File: config.mk
export PLATFORM = sky130hd
export DESIGN_NAME = pus_sequencer
export DESIGN_NICKNAME = d
export VERILOG_FILES = /design/src/pus_pkg.sv /design/src/pus_timer.sv /design/src/pus_sequencer.sv
export SDC_FILE = /design/constraint.sdc
export NUM_CORES = 1
export LEC_CHECK = 0
export ABC_AREA = 1
export BUFFER_PORTS_ARGS = -buffer_cell sky130_fd_sc_hd__clkbuf_2
export CELL_PAD_IN_SITES_DETAIL_PLACEMENT = 1
export CELL_PAD_IN_SITES_GLOBAL_PLACEMENT = 2
export CORE_MARGIN = 5
export CORE_UTILIZATION = 39
export CTS_BUF_LIST = sky130_fd_sc_hd__clkbuf_16
export DETAILED_ROUTE_END_ITERATION = 16
export PLACE_DENSITY = 0.93
export SLEW_MARGIN = 15
export SYNTH_ARGS = -nofsm -noshare
export SYNTH_HDL_FRONTEND = slang
export SYNTH_SLANG_ARGS = --single-unit
File: constraint.sdc
create_clock -name clk -period 4.1 [get_ports clk]
set_clock_uncertainty 0.2 [all_clocks]
set_input_delay 0 -clock clk [delete_from_list [all_inputs] [get_ports clk]]
set_output_delay 0 -clock clk [all_outputs]
set_load 0.02 [all_outputs]
File: src/pus_pkg.sv
// Constants and types for the power-up reset sequencer
package pus_pkg;

  localparam int unsigned CLK_HZ            = 50000000;
  localparam int unsigned CLK_PERIOD_NS     = 20;

  // Times in their own units
  localparam int unsigned KEY_FILTER_US     = 12700;
  localparam int unsigned POR_DELAY_US      = 128;
  localparam int unsigned CORE_SETTLE_NS    = 5000;
  localparam int unsigned PREREG_RAMP_US    = 400;
  localparam int unsigned MAIN_RAMP_US      = 2000;
  localparam int unsigned UV_FILTER_US      = 10;

  // Cycle counts derived from the clock rate (least times round up)
  localparam int unsigned KEY_FILTER_CYC    = (KEY_FILTER_US * 1000 + CLK_PERIOD_NS - 1)
                                              / CLK_PERIOD_NS;
  localparam int unsigned POR_DELAY_CYC     = (POR_DELAY_US * 1000 + CLK_PERIOD_NS - 1)
                                              / CLK_PERIOD_NS;
  localparam int unsigned CORE_SETTLE_CYC   = (CORE_SETTLE_NS + CLK_PERIOD_NS - 1)
                                              / CLK_PERIOD_NS;
  localparam int unsigned UV_FILTER_CYC     = (UV_FILTER_US * 1000 + CLK_PERIOD_NS - 1)
                                              / CLK_PERIOD_NS;

  localparam int unsigned CNT_W             = 20;
  localparam logic        PROT_EN_RESET     = 1'b1;

  typedef enum logic [2:0] {
    PUS_OFF     = 3'b000,
    PUS_SETTLE  = 3'b001,
    PUS_KEYFILT = 3'b010,
    PUS_PREREG  = 3'b011,
    PUS_MAINUP  = 3'b100,
    PUS_PORTIME = 3'b101,
    PUS_RUN     = 3'b110
  } pus_state_type;

endpackage

File: src/pus_timer.sv
// Down-counting interval timer with load and done flag
`timescale 1ns/100ps
module pus_timer
  import pus_pkg::*;
#(
  parameter int unsigned WIDTH = CNT_W
) (
  input  wire logic             clk,
  input  wire logic             rst_n,
  input  wire logic             load,
  input  wire logic [WIDTH-1:0] load_value,
  input  wire logic             run,
  output logic                  done
);

  logic [WIDTH-1:0] count;
  logic [WIDTH-1:0] next_count;
  logic             next_done;

  initial begin
    if (WIDTH < 2) $error("pus_timer width too small");
  end

  always_comb begin
    next_count = count;
    next_done  = 1'b0;
    if (load) begin
      next_count = load_value;
    end else if (run) begin
      if (count <= WIDTH'(1)) begin
        next_count = '0;
        next_done  = 1'b1;
      end else begin
        next_count = count - WIDTH'(1);
      end
    end
  end

  always_ff @(posedge clk or negedge rst_n) begin
    if (!rst_n) begin
      count <= '0;
      done  <= 1'b0;
    end else begin
      count <= next_count;
      done  <= next_done;
    end
  end

endmodule

File: src/pus_sequencer.sv
// Power-up supply and reset sequencer top
`timescale 1ns/100ps

// Behaviour
// - Battery overvoltage shuts off drivers and regulators
// - Key rising enables internal regulators and references
// - Core settle delay, then key filter starts
// - Key filter expiry enables pre-regulator
// - Pre-regulator good enables main and protected
// - Main supply above threshold starts POR timer
// - Reset output low until POR timer expires
// - Filtered main undervoltage asserts reset until POR
// - Protected supply on at power-on, software-disableable
// - Battery switch buffer powered with main regulators
// - Every sleep-to-active transition gives power-on reset
// - Protected enable bit resets to one
module pus_sequencer
  import pus_pkg::*;
#(
  parameter int unsigned KEY_FILTER_CYCLES  = KEY_FILTER_CYC,
  parameter int unsigned POR_DELAY_CYCLES   = POR_DELAY_CYC,
  parameter int unsigned CORE_SETTLE_CYCLES = CORE_SETTLE_CYC,
  parameter int unsigned UV_FILTER_CYCLES   = UV_FILTER_CYC
) (
  input  wire logic clk,
  input  wire logic rst_n,
  input  wire logic key_switch_in,
  input  wire logic battery_overvoltage,
  input  wire logic preregulator_sense,
  input  wire logic main_supply_por_ok,
  input  wire logic main_supply_uv,
  input  wire logic protected_enable_write,
  input  wire logic protected_enable_data,
  output logic      internal_bias_enable,
  output logic      internal_poweron_reset_n,
  output logic      preregulator_enable,
  output logic      main_regulator_enable,
  output logic      protected_sensor_supply,
  output logic      battery_switch_enable,
  output logic      output_drivers_enable,
  output logic      mcu_reset_n_out
);

  initial begin
    if (KEY_FILTER_CYCLES < 1 || KEY_FILTER_CYCLES >= (1 << CNT_W)) begin
      $error("key filter count out of range");
    end
    if (POR_DELAY_CYCLES < 1 || POR_DELAY_CYCLES >= (1 << CNT_W)) begin
      $error("por delay count out of range");
    end
    if (CORE_SETTLE_CYCLES < 1 || CORE_SETTLE_CYCLES >= (1 << CNT_W)) begin
      $error("core settle count out of range");
    end
    if (UV_FILTER_CYCLES < 1 || UV_FILTER_CYCLES >= (1 << CNT_W)) begin
      $error("uv filter count out of range");
    end
  end

  // Reset release through two flops
  logic rst_sync_a;
  logic rst_sync_b;

  always_ff @(posedge clk or negedge rst_n) begin
    if (!rst_n) begin
      rst_sync_a <= 1'b0;
      rst_sync_b <= 1'b0;
    end else begin
      rst_sync_a <= 1'b1;
      rst_sync_b <= rst_sync_a;
    end
  end

  pus_state_type state;
  pus_state_type next_state;
  logic          key_prev;
  logic          prot_enable;
  logic          next_prot_enable;
  logic          uv_count_active;
  logic [CNT_W-1:0] uv_count;
  logic [CNT_W-1:0] next_uv_count;
  logic          uv_fault;
  logic          next_uv_fault;

  logic          tmr_load;
  logic [CNT_W-1:0] tmr_value;
  logic          tmr_run;
  logic          tmr_done;

  // One shared timer; each timed phase (settle, key filter, POR) reloads it on entry
  pus_timer #(
    .WIDTH      (CNT_W)
  ) u_timer (
    .clk        (clk),
    .rst_n      (rst_sync_b),
    .load       (tmr_load),
    .load_value (tmr_value),
    .run        (tmr_run),
    .done       (tmr_done)
  );

  wire key_rise = key_switch_in & ~key_prev;

  always_comb begin
    next_state = state;
    tmr_load   = 1'b0;
    tmr_value  = '0;
    tmr_run    = 1'b0;
    case (state)
      PUS_OFF: begin
        if (key_rise && !battery_overvoltage) begin
          next_state = PUS_SETTLE;
          tmr_load   = 1'b1;
          tmr_value  = CNT_W'(CORE_SETTLE_CYCLES);
        end
      end
      PUS_SETTLE: begin
        tmr_run = 1'b1;
        if (tmr_done) begin
          next_state = PUS_KEYFILT;
          tmr_load   = 1'b1;
          tmr_value  = CNT_W'(KEY_FILTER_CYCLES);
        end
      end
      PUS_KEYFILT: begin
        tmr_run = 1'b1;
        if (tmr_done) begin
          next_state = PUS_PREREG;
        end
      end
      PUS_PREREG: begin
        if (preregulator_sense) begin
          next_state = PUS_MAINUP;
        end
      end
      PUS_MAINUP: begin
        if (main_supply_por_ok) begin
          next_state = PUS_PORTIME;
          tmr_load   = 1'b1;
          tmr_value  = CNT_W'(POR_DELAY_CYCLES);
        end
      end
      PUS_PORTIME: begin
        tmr_run = 1'b1;
        if (!main_supply_por_ok) begin
          next_state = PUS_MAINUP;
        end else if (tmr_done) begin
          next_state = PUS_RUN;
        end
      end
      PUS_RUN: begin
        if (uv_fault) begin
          next_state = PUS_MAINUP;
        end
      end
      default: begin
        next_state = PUS_OFF;
      end
    endcase
    // Key low returns to sleep, so next wake repeats POR
    if (state != PUS_OFF && !key_switch_in) begin
      next_state = PUS_OFF;
      tmr_load   = 1'b1;
    end
    // Overvoltage wins over every phase
    if (battery_overvoltage) begin
      next_state = PUS_OFF;
      tmr_load   = 1'b1;
    end
  end

  // Undervoltage filter, active only once running
  always_comb begin
    uv_count_active = (state == PUS_RUN) && main_supply_uv;
    next_uv_count   = '0;
    next_uv_fault   = 1'b0;
    if (uv_count_active) begin
      if (uv_count >= CNT_W'(UV_FILTER_CYCLES)) begin
        next_uv_count = uv_count;
        next_uv_fault = 1'b1;
      end else begin
        next_uv_count = uv_count + CNT_W'(1);
      end
    end
  end

  // Protected supply enable; restored to on by every internal reset
  always_comb begin
    next_prot_enable = prot_enable;
    if (state == PUS_OFF) begin
      next_prot_enable = PROT_EN_RESET;
    end else if (protected_enable_write) begin
      next_prot_enable = protected_enable_data;
    end
  end

  always_ff @(posedge clk or negedge rst_sync_b) begin
    if (!rst_sync_b) begin
      state       <= PUS_OFF;
      key_prev    <= 1'b0;
      prot_enable <= PROT_EN_RESET;
      uv_count    <= '0;
      uv_fault    <= 1'b0;
    end else begin
      state       <= next_state;
      key_prev    <= key_switch_in;
      prot_enable <= next_prot_enable;
      uv_count    <= next_uv_count;
      uv_fault    <= next_uv_fault;
    end
  end

  // Registered outputs
  logic next_bias;
  logic next_por_n;
  logic next_prereg;
  logic next_main;
  logic next_prot;
  logic next_batsw;
  logic next_drivers;
  logic next_mcu_rst_n;

  always_comb begin
    next_bias      = (next_state != PUS_OFF);
    next_por_n     = (next_state != PUS_OFF) && (next_state != PUS_SETTLE);
    next_prereg    = (next_state >= PUS_PREREG) && (next_state != PUS_OFF);
    next_main      = (next_state >= PUS_MAINUP);
    next_prot      = next_main && next_prot_enable;
    next_batsw     = next_main;
    next_mcu_rst_n = (next_state == PUS_RUN) && !next_uv_fault;
    next_drivers   = next_mcu_rst_n && !battery_overvoltage;
  end

  always_ff @(posedge clk or negedge rst_sync_b) begin
    if (!rst_sync_b) begin
      internal_bias_enable     <= 1'b0;
      internal_poweron_reset_n <= 1'b0;
      preregulator_enable      <= 1'b0;
      main_regulator_enable    <= 1'b0;
      protected_sensor_supply  <= 1'b0;
      battery_switch_enable    <= 1'b0;
      output_drivers_enable    <= 1'b0;
      mcu_reset_n_out          <= 1'b0;
    end else begin
      internal_bias_enable     <= next_bias;
      internal_poweron_reset_n <= next_por_n;
      preregulator_enable      <= next_prereg;
      main_regulator_enable    <= next_main;
      protected_sensor_supply  <= next_prot;
      battery_switch_enable    <= next_batsw;
      output_drivers_enable    <= next_drivers;
      mcu_reset_n_out          <= next_mcu_rst_n;
    end
  end

endmodule

==> summary.md <==
| Metric | Value |
|---|---|
| Clock Sinks | 55 |
| Status | finished, final reports clean |
| PostCTS Resize Cnt | 0 |
| Root Driver | clkbuf_16 |
| Via count | 2,693 |
| Sequential power share | 0.448 |
| First-pass GRT wire length | 14.03 mm |
| Pwr dens | 381.8 nW/um2 |
| IO Count | 17 |
| Die H | 99.61 um |
| Fill count | 995 |
| Met3 Wirelength | 196 um |
| Synth area leaders | dfrtp_1, nand2_1, nor2_1 |
| Count leader, synth | nand2_1 |
| TNS Setup | 0 ns |
| Worst R2R End | u_timer.count[17] |
| IO buf count | 16 |
| Synth area leader | dfrtp_1 |
| Max cap viols | 0 |
| Seq/Total Area, Yosys | 0.4399 |
| VDD IR-drop max | 0.0002111 V |
| Switching share of power | 0.3324 |
| CTS clk-pin slew, worst paths | 0.08 ns |
| Setup repair bufs after CTS | 0 |
| Max layer used | met4 |
| Post-layout util | 0.4584 |
| Comb pwr share | 0.217 |
| Hold violation count in the final report | 0 |
| Clock power share | 0.335 |
| Post-synth top area share | 0.4315 |
| Nets | 455 |
| Synthesized area | 3132 um2 |
| Worst slew margin | 0.6575 |
| Worst-Margin Slew | 0.5138 ns |
| Pleak | 1.805 nW |
| Number of antenna violations at the first check in global routing | 0 |
| # setup viols final | 0 |
| Worst Path Max Fanout | 5 |
| Met1 wire length | 3.761 mm |
| Largest net degree at the start of global routing | 31 |
| Startpoint Class | flip-flop |
| Share of layout cells above drive strength 1 | 0.1309 |
| Num rows | 32 |
| Diode count | 0 |
| CP Data Arrival Time | 2.19 ns |
| WP data required | 4.08 ns |
| Crit Path Class | reg2reg |
| Vias in the first global route | 2,955 |
| Worst setup EP type | flip-flop |
| Mapped Cells | 412 |
| Worst R2R Setup Slack | 1.89 ns |
| Area Growth Syn to Fin | 13.70% |
| Tot GR Track Use | 0.1732 |
| RSZ-0062 raised after global routing | false |
| Antenna-violating nets left | 0 |
| Yosys cell types | 32 |
| Ys Warns | 0 |
| Remaining DRCs | 0 |
| CORE AREA | 7767 um2 |
| Number of synthesized flops with an enable pin | 0 |
| Yosys reg bits | 55 |
| Via density | 4.941 |
| Syn_nets | 425 |
| Initial drt markers | 83 |
| Internal power | 907.5 uW |
| List of most frequent post-synthesis cells | nand2_1, nor2_1, dfrtp_1 |
| Routability Congestion | 0.8555 |
| Reg2Reg Depth | 9 |
| Final worst path period share | 0.5387 |
| Die area | 9922 um2 |
| Net switching power | 451.9 uW |
| Synth Flop Type | dfrtp_1 |
| Htree depth | 2 |
| Initial Utilization | 0.4032 |
| GRT overflow | 0 |
| Hold Path Class | reg2async |
| Clock buffer depth | 2 |
| Worst r2r src | u_timer.count[0] |
| Max Slew Vio Count | 0 |
| Routed WL | 7.865 mm |
| Post-DP HPWL | 5.869 mm |
| CTS Buf Count | 5 |
| Die width | 99.61 um |
| Synth async-reset ratio | 1.000 |
| TritonCTS clock tree | built |
| Peak Freq | 452.7 MHz |
| Synth Area per Inst | 7.601 um2 |
| Drt pass-1 iters | 6 |
| Drt wl/cell | 14.43 um |
| Crit path time final | 2.209 ns |
| Met2 WL post-DR | 3.838 mm |
| Clk Latency, worst-skew pair | 0.30 ns |
-- kinds of logic after synthesis --
logic type / Yosys count / share of synthesized area
compound gates: 30 / 0.05034
xor+xnor: 13 / 0.03636
buf+inv: 69 / 0.09828
flops: 55 / 0.4399
other cells: 1 / 0.001197
fa+ha+maj: 4 / 0.01598
simple gates: 240 / 0.3580
-- layer usage --
| layer | GRT usage | vias up |
|---|---|---|
| li1 | - | 1350 |
| met1 | 0.2375 | 1299 |
| met2 | 0.2939 | 38 |
| met3 | 0.01964 | 6 |
| met4 | 0.03992 | 0 |
| met5 | 0 | - |
-- state kept, by name, summed over array words and instances, names as in the netlist --
name,flops
battery_switch_enable,1
internal_bias_enable,1
internal_poweron_reset_n,1
key_prev,1
mcu_reset_n_out,1
output_drivers_enable,1
preregulator_enable,1
prot_enable,1
protected_sensor_supply,1
rst_sync_a,1
rst_sync_b,1
state,2
u_timer.count,20
u_timer.done,1
uv_count,20
uv_fault,1
-- stage by stage --
stage	instances	hold WS [ns]	area, um2	total power [mW]	setup slack [ns]
floorplan	412	-0.4956	3132	0.8346	2.257
global placement	525	-0.4141	3282	0.8971	1.936
detailed placement	525	-0.4095	3282	0.9070	1.906
CTS	545	0.06373	3561	1.372	1.885
global route	545	0.1084	3561	1.443	1.676
finish	545	0.04569	3561	1.359	1.891
-- power groups by stage --
stage	clock network [mW]	registers (mW)	logic, mW
after floorplan	0	0.613	0.222
after global placement	0	0.618	0.279
after detailed placement	0	0.620	0.287
after CTS	0.466	0.609	0.297
after global routing	0.493	0.615	0.335
final	0.456	0.609	0.294
-- layout by cell type (no fill, tap or decap), drive strengths merged --
master / Yosys / final
dfstp: 1 / 1
ha: 4 / 4
inv: 62 / 64
xnor2: 2 / 2
nor2: 76 / 76
o211ai: 1 / 1
o21bai: 1 / 1
nor3: 7 / 7
clkinv: 1 / 2
xor2: 11 / 11
dfrtp: 54 / 54
conb: 1 / 1
clkbuf: 0 / 21
o21ai: 19 / 19
a21oi: 7 / 7
nand2: 95 / 95
a31oi: 2 / 2
nand4: 11 / 11
dlygate4sd3: 0 / 12
buf: 6 / 1
and2b: 1 / 1
nand3: 50 / 50
-- worst max path at each step --
stage / endpoint / start / slack (ns)
floorplan: battery_switch_enable / rst_sync_b / 2.26
global placement: u_timer.count[17] / u_timer.count[0] / 1.94
detailed placement: u_timer.count[17] / u_timer.count[0] / 1.91
CTS: u_timer.count[17] / u_timer.count[0] / 1.89
global route: u_timer.count[17] / u_timer.count[0] / 1.68
finish: u_timer.count[17] / u_timer.count[0] / 1.89
-- critical path, stage by stage, from the launching register on --
cell,delay [ns]
dfrtp_1,0.38
inv_1,0.13
ha_1,0.30
nand2_1,0.17
nor2_2,0.24
nand2_1,0.08
o21ai_1,0.12
nand2_1,0.12
o21ai_0,0.27
nor2_1,0.07
-- cell type report --
type,instances,area [um2],share of cell area
multi-input combinational,288,1446,0.4062
timing repair buffer,29,207.7,0.05833
inverter,63,241.5,0.06781
clock inverter,3,33.78,0.009487
clock buffer,5,125.1,0.03514
sequential,55,1379,0.3872
tap,102,127.6,0.03584
-- repair_timing --
item / in CTS / in global routing
hold buffers: 12 / 0
endpoints found under the setup margin: 0 / 0
hold endpoints to repair: 22 / 0
(Power assumes the default switching activity.)
